==> src/pkg/fat_params.svh <==
// Constants for the frequency alarm threshold register bank
`ifndef FAT_PARAMS_SVH
`define FAT_PARAMS_SVH

// ==========================================================
// Register offsets
`define FAT_GEN_OFS      8'h49
`define FAT_SEL_OFS      8'h4A
`define FAT_EN_OFS       8'h40
`define FAT_STS_OFS      8'h41

// ==========================================================
// Reset values
`define FAT_THR_RST      8'h23
`define FAT_EN_RST       2'h3

// ==========================================================
// Field positions
`define FAT_SOFT_MSB     7
`define FAT_SOFT_LSB     4
`define FAT_HARD_MSB     3
`define FAT_HARD_LSB     0
`define FAT_EN_SOFT_BIT  1
`define FAT_EN_HARD_BIT  0

// ==========================================================
// Limit step: 3.81 ppm in units of 0.01 ppm
`define FAT_STEP_CPPM    17'h0_17D

`endif

==> src/pkg/fat_pkg.sv <==
// Types shared by the frequency alarm threshold register bank
package fat_pkg;
   // Four-bit threshold code
   typedef logic [3:0]  fat_code_t;
   // Offset magnitude and limit, units of 0.01 ppm
   typedef logic [16:0] fat_mag_t;
   // Register byte
   typedef logic [7:0]  fat_byte_t;
endpackage : fat_pkg

==> src/rtl/fat_regs.sv <==
// Frequency alarm threshold registers with per-input alarm judgement
`timescale 1ns/1ps
`default_nettype none
`include "fat_params.svh"

// Function
// - Limit equals threshold code plus one, times 3.81 ppm.
// - Positive and negative offsets of equal size are judged alike.
// - General register: soft code in bits 7:4, hard code in 3:0.
// - Selected-source register: same layout, readable and writable.
// - The selected input is judged against the selected-source limits.
// - Soft codes reset to 0010, a window of 11.43 ppm.
// - Hard codes reset to 0011, a window of 15.24 ppm.
// - Soft and hard alarms only raised while their enables are set.
module fat_regs #(
   parameter int N_INPUTS = 14
) (
   input  wire logic               core_clk_i,
   input  wire logic               sys_rst_i,
   input  wire fat_pkg::fat_byte_t reg_addr_i,
   input  wire fat_pkg::fat_byte_t reg_wdata_i,
   input  wire logic               reg_wr_i,
   input  wire logic               reg_rd_i,
   output fat_pkg::fat_byte_t      reg_rdata_o,
   input  wire logic               meas_valid_i,
   input  wire logic [3:0]         meas_chan_i,
   input  wire logic signed [15:0] meas_offset_i,
   input  wire logic [3:0]         sel_chan_i,
   output logic [N_INPUTS-1:0]     soft_alarm_o,
   output logic [N_INPUTS-1:0]     hard_alarm_o
);
   // ==========================================================
   // Register state
   fat_pkg::fat_byte_t  gen_reg;
   fat_pkg::fat_byte_t  gen_next;
   fat_pkg::fat_byte_t  sel_reg;
   fat_pkg::fat_byte_t  sel_next;
   logic [1:0]          en_reg;
   logic [1:0]          en_next;
   fat_pkg::fat_byte_t  rdata_reg;
   fat_pkg::fat_byte_t  rdata_next;
   fat_pkg::fat_byte_t  sts_reg;
   fat_pkg::fat_byte_t  sts_next;
   logic [N_INPUTS-1:0] soft_reg;
   logic [N_INPUTS-1:0] soft_next;
   logic [N_INPUTS-1:0] hard_reg;
   logic [N_INPUTS-1:0] hard_next;

   // Judgement signals
   logic                use_sel;
   fat_pkg::fat_code_t  soft_code;
   fat_pkg::fat_code_t  hard_code;
   logic                soft_exc;
   logic                hard_exc;
   fat_pkg::fat_mag_t   hard_lim;

   // ==========================================================
   // Register writes
   always_comb begin
      gen_next = gen_reg;
      sel_next = sel_reg;
      en_next  = en_reg;
      if (reg_wr_i) begin
         unique case (reg_addr_i)
            `FAT_GEN_OFS: gen_next = reg_wdata_i;
            `FAT_SEL_OFS: sel_next = reg_wdata_i;
            `FAT_EN_OFS:  en_next  = reg_wdata_i[1:0];
            default: begin
            end
         endcase
      end
   end

   // Register reads, data one cycle later
   always_comb begin
      rdata_next = 8'h00;
      if (reg_rd_i) begin
         unique case (reg_addr_i)
            `FAT_GEN_OFS: rdata_next = gen_reg;
            `FAT_SEL_OFS: rdata_next = sel_reg;
            `FAT_EN_OFS:  rdata_next = {6'h00, en_reg};
            `FAT_STS_OFS: rdata_next = sts_reg;
            default:      rdata_next = 8'h00;
         endcase
      end
   end

   // ==========================================================
   // Limit selection
   always_comb begin
      use_sel   = (meas_chan_i == sel_chan_i) && (sel_chan_i != 4'h0);
      soft_code = use_sel ? sel_reg[`FAT_SOFT_MSB:`FAT_SOFT_LSB]
                          : gen_reg[`FAT_SOFT_MSB:`FAT_SOFT_LSB];
      hard_code = use_sel ? sel_reg[`FAT_HARD_MSB:`FAT_HARD_LSB]
                          : gen_reg[`FAT_HARD_MSB:`FAT_HARD_LSB];
   end

   // Shared offset judge
   fat_limit_judge u_judge (
      .offset_i    (meas_offset_i),
      .soft_code_i (soft_code),
      .hard_code_i (hard_code),
      .soft_en_i   (en_reg[`FAT_EN_SOFT_BIT]),
      .hard_en_i   (en_reg[`FAT_EN_HARD_BIT]),
      .soft_exc_o  (soft_exc),
      .hard_exc_o  (hard_exc),
      .hard_lim_o  (hard_lim)
   );

   // Last judgement status: channel, soft, hard
   always_comb begin
      sts_next = sts_reg;
      if (meas_valid_i) begin
         sts_next = {meas_chan_i, 2'h0, soft_exc, hard_exc};
      end
   end

   // ==========================================================
   // Per-input alarm flags, each refreshed by a measurement of its own input
   generate
      for (genvar i = 0; i < N_INPUTS; i++) begin : g_flag
         always_comb begin
            soft_next[i] = soft_reg[i];
            hard_next[i] = hard_reg[i];
            if (meas_valid_i && (meas_chan_i == 4'(i + 1))) begin
               soft_next[i] = soft_exc;
               hard_next[i] = hard_exc;
            end
            else begin
               soft_next[i] = soft_reg[i] & en_reg[`FAT_EN_SOFT_BIT];
               hard_next[i] = hard_reg[i] & en_reg[`FAT_EN_HARD_BIT];
            end
         end
      end
   endgenerate

   // ==========================================================
   // State registers
   always_ff @(posedge core_clk_i) begin
      if (sys_rst_i) begin
         gen_reg   <= `FAT_THR_RST;
         sel_reg   <= `FAT_THR_RST;
         en_reg    <= `FAT_EN_RST;
         rdata_reg <= 8'h00;
         sts_reg   <= 8'h00;
         soft_reg  <= '0;
         hard_reg  <= '0;
      end
      else begin
         gen_reg   <= gen_next;
         sel_reg   <= sel_next;
         en_reg    <= en_next;
         rdata_reg <= rdata_next;
         sts_reg   <= sts_next;
         soft_reg  <= soft_next;
         hard_reg  <= hard_next;
      end
   end

   // Outputs straight from flip-flops
   assign reg_rdata_o  = rdata_reg;
   assign soft_alarm_o = soft_reg;
   assign hard_alarm_o = hard_reg;
endmodule : fat_regs
`default_nettype wire

==> src/rtl/fat_limit_judge.sv <==
// Combinational judgement of one offset against soft and hard limits
`timescale 1ns/1ps
`default_nettype none
`include "fat_params.svh"

module fat_limit_judge (
   input  wire logic signed [15:0] offset_i,
   input  wire fat_pkg::fat_code_t soft_code_i,
   input  wire fat_pkg::fat_code_t hard_code_i,
   input  wire logic               soft_en_i,
   input  wire logic               hard_en_i,
   output logic                    soft_exc_o,
   output logic                    hard_exc_o,
   output fat_pkg::fat_mag_t       hard_lim_o
);
   logic signed [16:0] off_ext;
   fat_pkg::fat_mag_t  mag;
   fat_pkg::fat_mag_t  soft_lim;

   // Magnitude so both signs judge alike
   always_comb begin
      off_ext = {offset_i[15], offset_i};
      mag     = off_ext[16] ? fat_pkg::fat_mag_t'(-off_ext) : fat_pkg::fat_mag_t'(off_ext);
   end

   // Limit is (code + 1) * 3.81 ppm
   assign soft_lim   = fat_pkg::fat_mag_t'(({13'h0000, soft_code_i} + 17'h0_0001) * `FAT_STEP_CPPM);
   assign hard_lim_o = fat_pkg::fat_mag_t'(({13'h0000, hard_code_i} + 17'h0_0001) * `FAT_STEP_CPPM);

   // Exceed only while the matching enable is set
   assign soft_exc_o = soft_en_i && (mag > soft_lim);
   assign hard_exc_o = hard_en_i && (mag > hard_lim_o);
endmodule : fat_limit_judge
`default_nettype wire

==> config.mk <==
export PLATFORM = sky130hd
export DESIGN_NAME = fat_regs
export DESIGN_NICKNAME = d
export VERILOG_FILES = /design/src/pkg/fat_pkg.sv /design/src/rtl/fat_regs.sv /design/src/rtl/fat_limit_judge.sv
export VERILOG_INCLUDE_DIRS = /design/src /design/src/pkg
export SDC_FILE = /design/constraint.sdc
export NUM_CORES = 1
export LEC_CHECK = 0
export ABC_CLOCK_PERIOD_IN_PS = 8650
export BUFFER_PORTS_ARGS = -buffer_cell sky130_fd_sc_hd__buf_4
export CORE_MARGIN = 2
export CORE_UTILIZATION = 40
export CTS_CLUSTER_DIAMETER = 30
export CTS_CLUSTER_SIZE = 16
export DETAILED_ROUTE_END_ITERATION = 10
export SLEW_MARGIN = 20
export SYNTH_ARGS = -nofsm -noshare
export SYNTH_HDL_FRONTEND = slang
export SYNTH_SLANG_ARGS = --single-unit
==> constraint.sdc <==
create_clock -name core_clk_i -period 8.65 [get_ports core_clk_i]
set_input_delay 0.865 -clock core_clk_i [delete_from_list [all_inputs] [get_ports core_clk_i]]
set_output_delay 0.865 -clock core_clk_i [all_outputs]
set_load 0.02 [all_outputs]
# Word-level counts from Yosys, hierarchy flattened
# Cells that the tools add are included.
[word_totals] regBits=60 inputBits=45 word_cells=116
[op_classes] addsub=3 multipliers=2 order_cmp=2 eq_ne=19 muxes=32 bitwise=29 n_reduce_logical=22
[ops] operator="$gt A17 B17 Y1" count=2
[ops] operator="$mul A17 B9 Y17 const B" count=2
[ops] operator="$eq A8 B7 Y1 const B" count=4
[ops] operator="$pmux W8 S4" count=1
[ops] operator="$and A1 B1 Y1" count=28
[ops] operator="$eq A4 B4 Y1 const B" count=7
[ops] operator="$mux W1" count=28
[ops] operator="$logic_and A1 B1 Y1" count=17
[ops] operator="$mux W17" count=1
[ops] operator="$neg A16 Y17" count=1
[ops] operator="$eq A4 B3 Y1 const B" count=4
[ops] operator="$add A4 B1 Y5 const B" count=2
[ops] operator="$eq A4 B2 Y1 const B" count=2
[ops] operator="$mux W4" count=2
[ops] operator="$reduce_and A2 Y1" count=3
[ops] operator="$eq A4 B1 Y1 const B" count=1
[ops] operator="$eq A4 B4 Y1" count=1
[ops] operator="$reduce_bool A4 Y1" count=1
[ops] operator="$reduce_or A2 Y1" count=1
[ops] operator="$not A1 Y1" count=1

# Longest topological paths before layout
# Gate-level depths: netlist of the first run.
[logic_depth] ltp_word=8 mapped_depth=30 ltp_nobuf=26

# By module
# A second synthesis of the first run with hierarchy kept.
[unflattened] hier_cells=674 hier_area_um2=5704.2
[by_module_without_submodules] mod="fat_limit_judge" instances=1 cells_per_inst=363 area_each_um2=2997.9 seq_area_each_um2=0.0
[by_module_without_submodules] mod="fat_regs" instances=1 cells_per_inst=311 area_each_um2=2706.3 seq_area_each_um2=1201.2

# Least setup slack after synthesis of the first run
# OpenSTA, ideal clock, no wires.
[synth_path] path_kind="input-to-reg" start="input port meas_chan_i[1]" end="register hard_reg[10] (netlist: hard_alarm_o[10])" setup_ns=0.136 arrival_ns=7.448 path_slack_ns=1.066 stages=27 path_buffers=4 path_cell_list="buf_2 or4_1 nand3_1 or2_2 clkbuf_1 buf_4 mux2_2 ha_1 xnor2_1 ha_1 inv_1 fa_1 fa_1 inv_1 ha_1 a21o_1 a2111o_1 a31oi_1 a21o_1 a211oi_1 ha_1 nand4_1 or2_2 o32a_1 o21ai_0 clkbuf_1 a31oi_1"
[synth_between] elab_chain_cells=8 word_cells_on_any_way=10 classes_between="add/sub: 1; mul: 1; order compare: 1; eq/ne: 2; mux: 2; reduce/logical: 3"
[synth_rtl] element="from (decl)" line="fat_regs.sv:26" rtl="input wire logic [3:0] meas_chan_i,"
[synth_rtl] element="$eq A4 B4 Y1" line="fat_regs.sv:91" rtl="use_sel = (meas_chan_i == sel_chan_i) && (sel_chan_i != 4'h0);"
[synth_rtl] element="$logic_and A1 B1 Y1" line="fat_regs.sv:91"
[synth_rtl] element="$mux W4" line="fat_regs.sv:94" rtl="hard_code = use_sel ? sel_reg[`FAT_HARD_MSB:`FAT_HARD_LSB]"
[synth_rtl] element="$add A4 B1 Y5" line="fat_limit_judge.sv:28" rtl="assign hard_lim_o = fat_pkg::fat_mag_t'(({13'h0000, hard_code_i} + 17'h0_0001) * `FAT_STEP_CPPM);"
[synth_rtl] element="$mul A17 B9 Y17 (no line)"
[synth_rtl] element="$gt A17 B17 Y1" line="fat_limit_judge.sv:32" rtl="assign hard_exc_o = hard_en_i && (mag > hard_lim_o);"
[synth_rtl] element="$logic_and A1 B1 Y1" line="fat_limit_judge.sv:32"
[synth_rtl] element="$mux W1 *" line="fat_regs.sv:125" rtl="if (meas_valid_i && (meas_chan_i == 4'(i + 1))) begin"
[synth_rtl] element="to (signal assigned)" line="fat_regs.sv:156" rtl="hard_reg <= hard_next;"
[synth_rtl] element="to (decl)" line="fat_regs.sv:46" rtl="logic [N_INPUTS-1:0] hard_reg;"
# Mark *: on every way between the ends. The rest lies on a longest branch, timed or not.
# A chain may end at the register's enable or synchronous reset.

# Worst setup path after layout of the first run
[layout_path] start="input port meas_chan_i[0]" end="register hard_reg[7] (netlist: hard_alarm_o[7])"
# Same word-level chain as after synthesis.

==> impl_table.tex, run 1 <==
\begin{tabular}{lr}
\hline
Metric & Value \\
\hline
\multicolumn{2}{l}{\textbf{Placement}} \\
\quad Worst setup slack after placement & 0.434 ns \\
\quad Detailed placement HPWL & 11.6 mm \\
\quad Final RePlAce weighted congestion & about 0.9 \\
\quad Count of input and output buffers & 80 \\
\multicolumn{2}{l}{\textbf{Layout}} \\
\quad Fill cell instance count of the final layout & $\sim$1.3k \\
\quad Fraction of final layout cells sized beyond drive strength 1 & 0.164 \\
\quad Area added between synthesis and finish & 19.7\% \\
\quad Final nets & 884 \\
\quad Final Core Density & 0.490 \\
\quad Number of diodes & 0 \\
\multicolumn{2}{l}{\textbf{Route}} \\
\quad Final routed wirelength across all metal layers & 14.2 mm \\
\quad Vias per inst & between 5 and 6 \\
\quad Count of TritonRoute iterations in the first routing pass & 4 \\
\quad DRC violation count after routing & 0 \\
\quad Initial drt markers & between 200 and 250 \\
\quad Average wire length per cell after detail routing & approximately 15 microns \\
\quad Routed Antenna Nets & 0 \\
\quad Vias post-DR & slightly below 5k \\
\multicolumn{2}{l}{\textbf{Timing}} \\
\quad Setup slack after layout & 0.794 ns \\
\quad Aggregate negative setup slack & 0 ns \\
\quad Post-layout minimum cycle time & around 8 ns \\
\quad Worst-case clock skew & approximately 0.0051 ns \\
\quad Final count of hold timing violations & 0 \\
\quad Transition time at the pin with the least slew margin & around 0.9 ns \\
\quad Maximum frequency from static timing analysis & 127 MHz \\
\quad Post-route clock period utilization & 0.908 \\
\quad Number of setup violations in the final report & 0 \\
\quad Slew Limit Fails & 0 \\
\quad Worst slew margin relative to its limit & 0.406 \\
\quad Setup repair after global routing missed its margin & no \\
\multicolumn{2}{l}{\textbf{Clocking}} \\
\quad Number of setup buffers added after CTS & 0 \\
\quad Post-cts resize count & 0 \\
\quad Cell chosen for the clock root & clkbuf\_16 \\
\quad TritonCTS clock tree & done \\
\quad Depth of the CTS H-tree & 3 \\
\quad Number of buffers inserted during clock tree synthesis & 9 \\
\quad Clock network latency to the later pin of the worst-skew pair & 0.33 ns \\
\quad Maximum number of buffers from clock root to sink & 2 \\
\quad Clock-pin slew of the registers on the worst-case setup and hold paths & about 0.05 ns \\
\quad Clock Sink Count & 60 \\
\quad Number of buffers added to fix hold violations after cts & 0 \\
\multicolumn{2}{l}{\textbf{Setup path}} \\
\quad Maximum fanout along the worst path & 14 \\
\quad Type of the worst setup path & in -> reg \\
\quad CP dominant cell by count & ha\_1 \\
\quad Worst stage delay on the critical path & 0.52 ns \\
\quad Data arrival at the endpoint of the critical path & roughly 8 ns \\
\quad Slowest CP cell & fa\_1 \\
\quad Worst setup SP type & input port \\
\quad Data required time at the worst endpoint & 8.82 ns \\
\quad Number of cells on the worst reg-to-reg path & 21 \\
\quad Crit path capture type & flip-flop \\
\multicolumn{2}{l}{\textbf{Floorplan}} \\
\quad Die Outline Area & 15100 sq um \\
\quad Chip width & about 120 microns \\
\quad Effective utilization at floorplan & 0.409 \\
\quad Number of I/O pins & 81 \\
\quad Vertical extent of the die & approximately 120 microns \\
\quad Placeable core region & between 10000 and 15000 sq um \\
\quad Std-Cell Rows & 43 \\
\multicolumn{2}{l}{\textbf{Global route}} \\
\quad Overall overflow remaining after global route & 0 \\
\quad Total global-route track usage & 0.194 \\
\quad Initial antenna violation count & 0 \\
\quad Global-route wire length before repair & 23.5 mm \\
\quad Largest net degree at the start of global routing & 29 \\
\quad Via count of the first global-routing pass & slightly below 5k \\
\multicolumn{2}{l}{\textbf{Hold path}} \\
\quad Cell count of the worst hold path & 2 \\
\quad Worst hold-check path type & reg -> reg \\
\multicolumn{2}{l}{\textbf{Yosys}} \\
\quad Synth cell types & 55 \\
\quad Yosys synthesis warning count & 0 \\
\quad Post-synthesis cell area & 5660 sq um \\
\quad Flops \& latches, synth & 60 \\
\quad Synthesized netlist net count & slightly above 800 \\
\quad Fraction of synthesized cell area taken by the top area cell type & 0.212 \\
\quad Most frequently used cell type in the post-synthesis netlist & ha\_1 \\
\quad Share of synthesized registers carrying an async set or reset & 0 \\
\quad Synth Instances & around 660 \\
\quad Flip-flop cell with the highest count after synthesis & dfxtp\_1 \\
\quad Cell taking the most area after synthesis & dfxtp\_1 \\
\quad Number of enable flip-flop cells after synthesis & 0 \\
\quad Synthesized area divided by synthesized cell count & 8.61 sq um \\
\quad Top area cells in the synthesized netlist & dfxtp\_1 21\%, ha\_1 18\%, fa\_1 8.5\% \\
\quad Ranking of synthesized cells by instance count & 83 x ha\_1, 70 x inv\_1, 66 x nor2\_1 \\
\quad Portion of the post-synthesis area used by sequential elements & 0.212 \\
\multicolumn{2}{l}{\textbf{Power and ir drop}} \\
\quad Power density relative to cell area & around 120 nW/um\^{}2 \\
\quad Static Leak & about 3.1 nW \\
\quad Power after layout & between 0.8 and 0.9 mW \\
\quad Largest voltage drop on the vdd net & between 0.06 and 0.07 mV \\
\multicolumn{2}{l}{\textbf{Status}} \\
\quad Result of the run & completed \\
\multicolumn{2}{l}{\textbf{Flow run}} \\
\quad Max cap viols & 0 \\
\hline
\end{tabular}
-- cells by family after synthesis --
logic type | share of synthesized area
and+or+nand+nor | 0.161
AOI/OAI and AO/OA | 0.199
adders and majority gates | 0.268
buffers and inverters | 0.0615
DFF | 0.212
xor gates and xnor gates | 0.0557
muxes | 0.0420
-- metal layers --
| layer | global-route usage | share of wire |
|---|---|---|
| met2 | 0.327 | 0.47 |
| met1 | 0.259 | 0.48 |
| met5 | 0 | 0 |
| met4 | 0.0474 | 0.012 |
| met3 | 0.0286 | 0.044 |
-- layout make-up --
cell class	count	area, sq um	share of cell area
clock buffer	12	256	0.0379
clock inverter	4	95.1	0.0140
inverter	70	263	0.0388
multi-input combinational	508	4110	0.607
sequential	60	1200	0.177
tap	180	225	0.0332
timing repair buffer	83	623	0.0920
-- layout by cell type, fill, tap and decap left out, types with 3 or more instances in the layout --
| master | instances |
|---|---|
| mux2_2 | 6 |
| xnor2_1 | 28 |
| and3_1 | 6 |
| nor3_1 | 15 |
| nand4_1 | 6 |
| nand2b_1 | 14 |
| clkbuf_16 | 9 |
| a22oi_1 | 6 |
| a211oi_2 | 10 |
| inv_1 | 70 |
| a31oi_1 | 18 |
| buf_4 | 83 |
| a21oi_1 | 19 |
| a21o_1 | 16 |
| ha_1 | 83 |
| fa_1 | 24 |
| or2_2 | 3 |
| dfxtp_1 | 60 |
| nand3_1 | 19 |
| and3b_1 | 3 |
| xor2_1 | 8 |
| o211ai_1 | 4 |
| nor2b_1 | 11 |
| nor2_1 | 66 |
| a211oi_1 | 20 |
| mux2i_1 | 17 |
| o21ai_0 | 34 |
| nand2_1 | 26 |
| bufinv_16 | 3 |
| o41ai_1 | 3 |
| nor4_1 | 3 |
| a211o_1 | 9 |
| o21a_1 | 3 |
-- power by group --
part           switching [mW]  internal, mW  total, mW
clock                   0.120         0.296      0.416
sequential            0.00301         0.282      0.285
combinational          0.0815        0.0605      0.142
total                   0.204         0.639      0.843
-- through the flow --
| step | instances | area, sq um | hold slack (ns) |
|---|---|---|---|
| 2_1_floorplan | 657 | 5660 | 0.451 |
| 3_3_place_gp | 901 | 6420 | 0.459 |
| 3_5_place_dp | 901 | 6420 | 0.483 |
| 4_1_cts | 917 | 6770 | 0.490 |
| 5_1_grt | 917 | 6770 | 0.524 |
| 6_report | 917 | 6770 | 0.489 |
-- worst max-delay path, delay by kind of cell --
family	cells	cell delay [ns]
buf+inv	4	0.49
fa+ha+maj	6	2.07
simple gates	5	1.56
compound gates	8	2.03
xor+xnor	1	0.49
mux	1	0.48
-- final timing paths --
kind	start	to	slack, ns
max	meas_chan_i[0]	hard_alarm_o[7]	0.79
min	sts_reg[4]	sts_reg[4]	0.49
max reg2reg	sel_reg[0]	hard_alarm_o[7]	2.31
min reg2reg	sts_reg[4]	sts_reg[4]	0.49
Note: power is estimated with default switching activity, not from simulation.
==> run 2, diff against run 1 <==
--- a/config.mk
+++ b/config.mk
@@ -6,8 +6,9 @@
 export SDC_FILE = /design/constraint.sdc
 export NUM_CORES = 1
 export LEC_CHECK = 0
-export ABC_CLOCK_PERIOD_IN_PS = 8650
+export ABC_CLOCK_PERIOD_IN_PS = 8300
 export BUFFER_PORTS_ARGS = -buffer_cell sky130_fd_sc_hd__buf_4
+export CORE_ASPECT_RATIO = 0.6
 export CORE_MARGIN = 2
 export CORE_UTILIZATION = 40
 export CTS_CLUSTER_DIAMETER = 30
@@ -17,3 +18,4 @@
 export SYNTH_ARGS = -nofsm -noshare
 export SYNTH_HDL_FRONTEND = slang
 export SYNTH_SLANG_ARGS = --single-unit
+export TNS_END_PERCENT = 30
==> constraint.sdc (replaced) <==
create_clock -name core_clk_i -period 8.3 [get_ports core_clk_i]
set_input_delay 0.83 -clock core_clk_i [delete_from_list [all_inputs] [get_ports core_clk_i]]
set_output_delay 0.83 -clock core_clk_i [all_outputs]
set_load 0.02 [all_outputs]
==> run 2 against run 1 <==
Worst setup slack worse by 0.36 ns; utilization up 0.19 points; non-clock buffer count up 1; critical endpoint is now hard_alarm_o[13]; largest cell class unchanged.
==> impl_table.tex, run 2 (synthesized netlist as in run 1, its figures left out) <==
\begin{tabular}{lr}
\hline
Metric & Value \\
\hline
\multicolumn{2}{l}{\textbf{Route}} \\
\quad Average wire length per cell after detail routing & about 16 microns \\
\quad Vias per inst & 5.45 \\
\quad Vias post-DR & between 5k and 6k \\
\quad Routed Antenna Nets & 0 \\
\quad DRC violation count after routing & 0 \\
\quad Count of TritonRoute iterations in the first routing pass & 5 \\
\quad Initial drt markers & $\sim$360 \\
\quad Final routed wirelength across all metal layers & 15.3 mm \\
\multicolumn{2}{l}{\textbf{Setup path}} \\
\quad Data required time at the worst endpoint & 8.47 ns \\
\quad Maximum fanout along the worst path & 14 \\
\quad Crit path capture type & flip-flop \\
\quad Slowest CP cell & xnor2\_1 \\
\quad Type of the worst setup path & in -> reg \\
\quad Worst setup SP type & input port \\
\quad RR Startpoint & gen\_reg[0] \\
\quad Worst stage delay on the critical path & between 0.5 and 0.6 ns \\
\quad CP dominant cell by count & ha\_1 \\
\quad Setup slack, reg-to-reg & $\sim$1.9 ns \\
\quad Endpoint of the most critical register-to-register path & hard\_alarm\_o[13] \\
\quad Data arrival at the endpoint of the critical path & around 8.0 ns \\
\quad Number of cells on the worst reg-to-reg path & 21 \\
\multicolumn{2}{l}{\textbf{Floorplan}} \\
\quad Chip width & around 160 microns \\
\quad Placeable core region & 13700 sq um \\
\quad Vertical extent of the die & roughly 96 microns \\
\quad Die Outline Area & 15100 sq um \\
\quad Effective utilization at floorplan & 0.412 \\
\quad Number of I/O pins & 81 \\
\quad Std-Cell Rows & 33 \\
\multicolumn{2}{l}{\textbf{Clocking}} \\
\quad Maximum number of buffers from clock root to sink & 2 \\
\quad Number of buffers inserted during clock tree synthesis & 9 \\
\quad Clock-pin slew of the registers on the worst-case setup and hold paths & 0.05 ns \\
\quad Clock network latency to the later pin of the worst-skew pair & 0.33 ns \\
\quad Cell chosen for the clock root & clkbuf\_16 \\
\quad Post-cts resize count & 0 \\
\quad TritonCTS clock tree & done \\
\quad Number of setup buffers added after CTS & 0 \\
\quad Depth of the CTS H-tree & 3 \\
\quad Number of buffers added to fix hold violations after cts & 0 \\
\quad Clock Sink Count & 60 \\
\multicolumn{2}{l}{\textbf{Timing}} \\
\quad Worst slew margin relative to its limit & 0.366 \\
\quad Maximum frequency from static timing analysis & approximately 130 MHz \\
\quad Aggregate negative setup slack & 0 ns \\
\quad Transition time at the pin with the least slew margin & 0.942 ns \\
\quad Number of setup violations in the final report & 0 \\
\quad Worst-case clock skew & between 0.004 and 0.005 ns \\
\quad Post-route clock period utilization & 0.948 \\
\quad Setup repair after global routing missed its margin & no \\
\quad Final count of hold timing violations & 0 \\
\quad Slew Limit Fails & 0 \\
\quad Minimum hold slack & roughly 0.47 ns \\
\quad Post-layout minimum cycle time & a little under 8 ns \\
\multicolumn{2}{l}{\textbf{Global route}} \\
\quad Initial antenna violation count & 0 \\
\quad Total global-route track usage & 0.208 \\
\quad Global-route wire length before repair & roughly 25 mm \\
\quad Overall overflow remaining after global route & 0 \\
\quad Via count of the first global-routing pass & 4761 \\
\quad Largest net degree at the start of global routing & 29 \\
\multicolumn{2}{l}{\textbf{Layout}} \\
\quad Final nets & approximately 900 \\
\quad Most common cell after layout, fill and taps aside & buf\_4 \\
\quad Fill cell instance count of the final layout & about 1.3k \\
\quad Multi-input logic area & $\sim$4100 sq um \\
\quad Most used cells in the layout excluding fill and tap cells & 84 x buf\_4, 83 x ha\_1, 70 x inv\_1, 66 x nor2\_1, 60 x dfxtp\_1 \\
\quad Register area & 1200 sq um \\
\quad Area added between synthesis and finish & 19.5\% \\
\quad Fraction of final layout cells sized beyond drive strength 1 & 0.165 \\
\quad Number of diodes & 0 \\
\multicolumn{2}{l}{\textbf{Status}} \\
\quad Result of the run & completed \\
\multicolumn{2}{l}{\textbf{Hold path}} \\
\quad Worst hold start & sts\_reg[4] \\
\quad Worst hold-check path type & reg -> reg \\
\quad Cell count of the worst hold path & 2 \\
\quad Worst Hold Path EP & sts\_reg[4] \\
\multicolumn{2}{l}{\textbf{Power and ir drop}} \\
\quad Clock network power share & 0.471 \\
\quad Share of total power in combinational logic & 0.178 \\
\quad Internal power of the cells & around 0.63 mW \\
\quad Power density relative to cell area & 125 nW/um\^{}2 \\
\quad Net switching power & roughly 0.22 mW \\
\quad Switch share & 0.260 \\
\quad Largest voltage drop on the vdd net & between 0.07 and 0.08 mV \\
\quad Static Leak & roughly 3.1 nW \\
\quad Flop pwr share & 0.351 \\
\multicolumn{2}{l}{\textbf{Placement}} \\
\quad Detailed placement HPWL & about 13 mm \\
\quad Count of input and output buffers & 80 \\
\quad Final RePlAce weighted congestion & between 0.8 and 0.9 \\
\multicolumn{2}{l}{\textbf{Flow run}} \\
\quad Max cap viols & 0 \\
\hline
\end{tabular}
==> run 2: final cells by class <==
type	count	area share
Inverter	70	0.0389
Sequential cell	60	0.178
Timing Repair Buffer	84	0.0932
Tap cell	192	0.0355
Clock buffer	11	0.0359
Multi-Input combinational cell	508	0.608
Clock inverter	5	0.0111
==> run 2: worst max path at each step <==
stage                   start               end  slack [ns]  depth (start not counted)
2_1_floorplan  meas_chan_i[1]  hard_alarm_o[10]        0.75                         27
3_3_place_gp   meas_chan_i[0]  hard_alarm_o[11]        0.31                         25
3_5_place_dp   meas_chan_i[1]   hard_alarm_o[4]        0.12                         25
4_1_cts        meas_chan_i[1]  hard_alarm_o[13]        0.45                         25
5_1_grt        meas_chan_i[1]  hard_alarm_o[13]        0.11                         25
6_report       meas_chan_i[1]  hard_alarm_o[13]        0.43                         25
==> run 2: critical path: cells and delay by family <==
family                   cells  cell delay, ns
AO/OA/AOI/OAI                8            2.05
XOR/XNOR                     1            0.53
adder cells (fa/ha/maj)      6            2.09
buffers and inverters        4            0.53
multiplexers                 1            0.49
AND/OR/NAND/NOR              5            1.48
==> run 2: power groups by stage <==
stage	Combinational, mW	Sequential [mW]	Clock (mW)
5_1_grt	0.166	0.298	0.420
3_3_place_gp	0.143	0.303	0
2_1_floorplan	0.0921	0.305	0
6_report	0.150	0.297	0.399
4_1_cts	0.150	0.297	0.404
3_5_place_dp	0.149	0.303	0
==> run 2: metrics by stage <==
stage | area (sq um) | setup slack, ns | utilization | power, mW | cells
3_3_place_gp | 6440 | 0.309 | 0.469 | 0.446 | 914
5_1_grt | 6760 | 0.106 | 0.492 | 0.884 | 930
4_1_cts | 6760 | 0.453 | 0.492 | 0.851 | 930
3_5_place_dp | 6440 | 0.118 | 0.469 | 0.452 | 914
6_report | 6760 | 0.435 | 0.492 | 0.846 | 930
2_1_floorplan | 5660 | 0.751 | - | 0.398 | 657
==> run 2: routing by layer <==
layer / global-route usage / part of all wire / wire length (microns) / up-vias
li1: - / - / - / 2488
met1: 0.319 / 0.53 / 8120 / 2432
met2: 0.294 / 0.40 / 6190 / 132
met3: 0.0419 / 0.054 / 835 / 21
met4: 0.0455 / 0.011 / 176 / 0
met5: 0 / 0 / 0 / -
==> run 3, diff against run 2 <==
--- a/config.mk
+++ b/config.mk
@@ -8,10 +8,11 @@
 export LEC_CHECK = 0
 export ABC_CLOCK_PERIOD_IN_PS = 8300
 export BUFFER_PORTS_ARGS = -buffer_cell sky130_fd_sc_hd__buf_4
+export CAP_MARGIN = 20
 export CORE_ASPECT_RATIO = 0.6
 export CORE_MARGIN = 2
 export CORE_UTILIZATION = 40
-export CTS_CLUSTER_DIAMETER = 30
+export CTS_CLUSTER_DIAMETER = 100
 export CTS_CLUSTER_SIZE = 16
 export DETAILED_ROUTE_END_ITERATION = 10
 export SLEW_MARGIN = 20
==> constraint.sdc (replaced) <==
create_clock -name core_clk_i -period 8.3 [get_ports core_clk_i]
set_input_delay 0.415 -clock core_clk_i [delete_from_list [all_inputs] [get_ports core_clk_i]]
set_output_delay 0.415 -clock core_clk_i [all_outputs]
set_load 0.02 [all_outputs]
==> run 3 against run 2 <==
Clock power decreased by 11%; utilization decreased by 0.29 points; global-route usage decreased by 0.43 points; register-to-register slack got worse by 0.03 ns; cell count decreased by 0.11%; clock skew increased by 0.0043 ns; largest cell class unchanged; worst setup slack improved by 0.39 ns; clock-buffer cell count unchanged; combinational power about the same; total power decreased by 5.1%; flip-flop and latch count unchanged; critical path depth unchanged.
==> impl_table.tex, run 3 (synthesized netlist as in run 1, its figures left out) <==
\begin{tabular}{lr}
\hline
Metric & Value \\
\hline
\multicolumn{2}{l}{\textbf{Status}} \\
\quad Result of the run & completed \\
\multicolumn{2}{l}{\textbf{Power and ir drop}} \\
\quad Largest voltage drop on the vdd net & $\sim$0.08 mV \\
\quad Power density relative to cell area & 120 nW/um\^{}2 \\
\quad Static Leak & around 3.1 nW \\
\multicolumn{2}{l}{\textbf{Clocking}} \\
\quad Post-cts resize count & 0 \\
\quad Number of setup buffers added after CTS & 0 \\
\quad Clock-pin slew of the registers on the worst-case setup and hold paths & about 0.050 ns \\
\quad Clock Sink Count & 60 \\
\quad Number of buffers inserted during clock tree synthesis & 9 \\
\quad Number of buffers added to fix hold violations after cts & 0 \\
\quad Cell chosen for the clock root & clkbuf\_16 \\
\quad Maximum number of buffers from clock root to sink & 2 \\
\quad TritonCTS clock tree & done \\
\quad Clock network latency to the later pin of the worst-skew pair & between 0.3 and 0.4 ns \\
\quad Depth of the CTS H-tree & 3 \\
\multicolumn{2}{l}{\textbf{Setup path}} \\
\quad Endpoint of the most critical register-to-register path & hard\_alarm\_o[12] \\
\quad Data required time at the worst endpoint & around 8.5 ns \\
\quad RR Startpoint & gen\_reg[0] \\
\quad WP buf/inv & 4 \\
\quad Number of cells on the worst reg-to-reg path & 21 \\
\quad Worst setup SP type & input port \\
\quad Crit path capture type & flip-flop \\
\quad Setup slack, reg-to-reg & 1.86 ns \\
\quad Maximum fanout along the worst path & 14 \\
\quad Largest delay share family, worst path & adder cells \\
\quad Slowest CP cell & xnor2\_1 \\
\quad Worst stage delay on the critical path & around 0.57 ns \\
\quad Data arrival at the endpoint of the critical path & $\sim$7.6 ns \\
\quad Type of the worst setup path & in -> reg \\
\quad CP dominant cell by count & ha\_1 \\
\multicolumn{2}{l}{\textbf{Layout}} \\
\quad Most used cells in the layout excluding fill and tap cells & 83 x ha\_1, 83 x buf\_4, 70 x inv\_1, 66 x nor2\_1, 60 x dfxtp\_1 \\
\quad Fill cell instance count of the final layout & around 1.3k \\
\quad Fraction of final layout cells sized beyond drive strength 1 & 0.163 \\
\quad Final nets & approximately 880 \\
\quad Post-route standard cell area excluding fillers & just under 7000 sq um \\
\quad Number of diodes & 0 \\
\quad Area added between synthesis and finish & 18.8\% \\
\multicolumn{2}{l}{\textbf{Timing}} \\
\quad Setup repair after global routing missed its margin & no \\
\quad Transition time at the pin with the least slew margin & slightly below 1 ns \\
\quad Worst-case clock skew & a little under 0.009 ns \\
\quad Number of setup violations in the final report & 0 \\
\quad Aggregate negative setup slack & 0 ns \\
\quad Final count of hold timing violations & 0 \\
\quad Worst slew margin relative to its limit & 0.346 \\
\quad Slew Limit Fails & 0 \\
\quad Post-layout minimum cycle time & 7.47 ns \\
\quad Post-route clock period utilization & 0.901 \\
\quad Maximum frequency from static timing analysis & approximately 130 MHz \\
\multicolumn{2}{l}{\textbf{Route}} \\
\quad Average wire length per cell after detail routing & roughly 16 microns \\
\quad Count of TritonRoute iterations in the first routing pass & 5 \\
\quad Vias per inst & roughly 5.4 \\
\quad DRC violation count after routing & 0 \\
\quad Initial drt markers & approximately 270 \\
\quad Routed Antenna Nets & 0 \\
\quad Vias post-DR & roughly 5.0k \\
\quad Final routed wirelength across all metal layers & 15.1 mm \\
\multicolumn{2}{l}{\textbf{Floorplan}} \\
\quad Die Outline Area & $\sim$15000 sq um \\
\quad Std-Cell Rows & 33 \\
\quad Placeable core region & roughly 14000 sq um \\
\quad Vertical extent of the die & 96.1 microns \\
\quad Number of I/O pins & 81 \\
\quad Effective utilization at floorplan & 0.412 \\
\quad Chip width & roughly 160 microns \\
\multicolumn{2}{l}{\textbf{Placement}} \\
\quad Count of input and output buffers & 80 \\
\quad Placed Area & $\sim$6400 sq um \\
\quad Final RePlAce weighted congestion & between 0.8 and 0.9 \\
\quad Detailed placement HPWL & around 12 mm \\
\multicolumn{2}{l}{\textbf{Global route}} \\
\quad Initial antenna violation count & 0 \\
\quad Via count of the first global-routing pass & $\sim$4.7k \\
\quad Global-route wire length before repair & between 20 and 25 mm \\
\quad Overall overflow remaining after global route & 0 \\
\quad Total global-route track usage & 0.204 \\
\quad Largest net degree at the start of global routing & 29 \\
\multicolumn{2}{l}{\textbf{Flow run}} \\
\quad Max cap viols & 0 \\
\multicolumn{2}{l}{\textbf{Hold path}} \\
\quad Worst hold start & reg\_wdata\_i[0] \\
\quad Worst Hold Path EP & en\_reg[0] \\
\quad Cell count of the worst hold path & 2 \\
\quad Worst hold-check path type & in -> reg \\
\hline
\end{tabular}
-- run 3: cell types whose count changed in the layout (fill, tap and decap cells not counted), sizes merged --
cell / change
buf: -1
bufinv: -1
clkinvlp: +1
-- run 3: final cells by class --
type,instances,area (sq um),share of cell area
multi-input combinational,508,4110,0.611
sequential,60,1200,0.179
timing repair buffer,83,623,0.0927
inverter,70,263,0.0391
tap,192,240,0.0357
clock buffer,11,233,0.0346
clock inverter,5,52.6,0.00782
-- run 3: stage by stage --
stage / util / cells / worst slack (ns) / total power, mW / hold WS (ns)
global placement: 0.468 / 913 / 0.721 / 0.446 / 0.462
floorplan: - / 657 / 1.17 / 0.398 / 0.451
detailed placement: 0.468 / 913 / 0.543 / 0.450 / 0.466
global route: 0.489 / 929 / 0.468 / 0.839 / 0.299
finish: 0.489 / 929 / 0.826 / 0.804 / 0.310
CTS: 0.489 / 929 / 0.874 / 0.807 / 0.302
-- run 3: metal layers --
metal	track usage	up-vias	wire (microns)
met5	0	-	0
met4	0.0288	0	87
met3	0.0401	12	622
met2	0.281	103	6130
met1	0.325	2410	8290
li1	-	2487	-
-- run 3: worst reg2reg max path, stage by stage (launching register included) --
cell and delay (ns):
dfxtp_1 0.34, mux2_2 0.38, ha_1 0.25, xnor2_1 0.57, ha_1 0.32, inv_1 0.08
fa_1 0.50, fa_1 0.52, inv_1 0.05, ha_1 0.34, a21o_1 0.20, a2111o_1 0.43
a31oi_1 0.37, a211oi_1 0.13, a211oi_1 0.33, ha_1 0.19, nand4_1 0.11, or2_2 0.32
o32a_1 0.38, o21ai_0 0.10, buf_4 0.25, a31oi_1 0.11
-- run 3: worst max path at each step --
stage	from	end	slack (ns)	cells after the start
finish	meas_chan_i[1]	hard_alarm_o[12]	0.83	25
global route	meas_chan_i[1]	soft_alarm_o[6]	0.47	26
CTS	meas_chan_i[0]	hard_alarm_o[12]	0.87	25
detailed placement	meas_chan_i[1]	hard_alarm_o[7]	0.54	25
global placement	meas_chan_i[0]	hard_alarm_o[11]	0.72	25
floorplan	meas_chan_i[1]	hard_alarm_o[10]	1.17	27
-- run 3: where the power goes --
group,total (mW),switching [mW],internal [mW]
Clock,0.357,0.127,0.230
Sequential,0.297,0.00359,0.294
Combinational,0.149,0.0861,0.0630
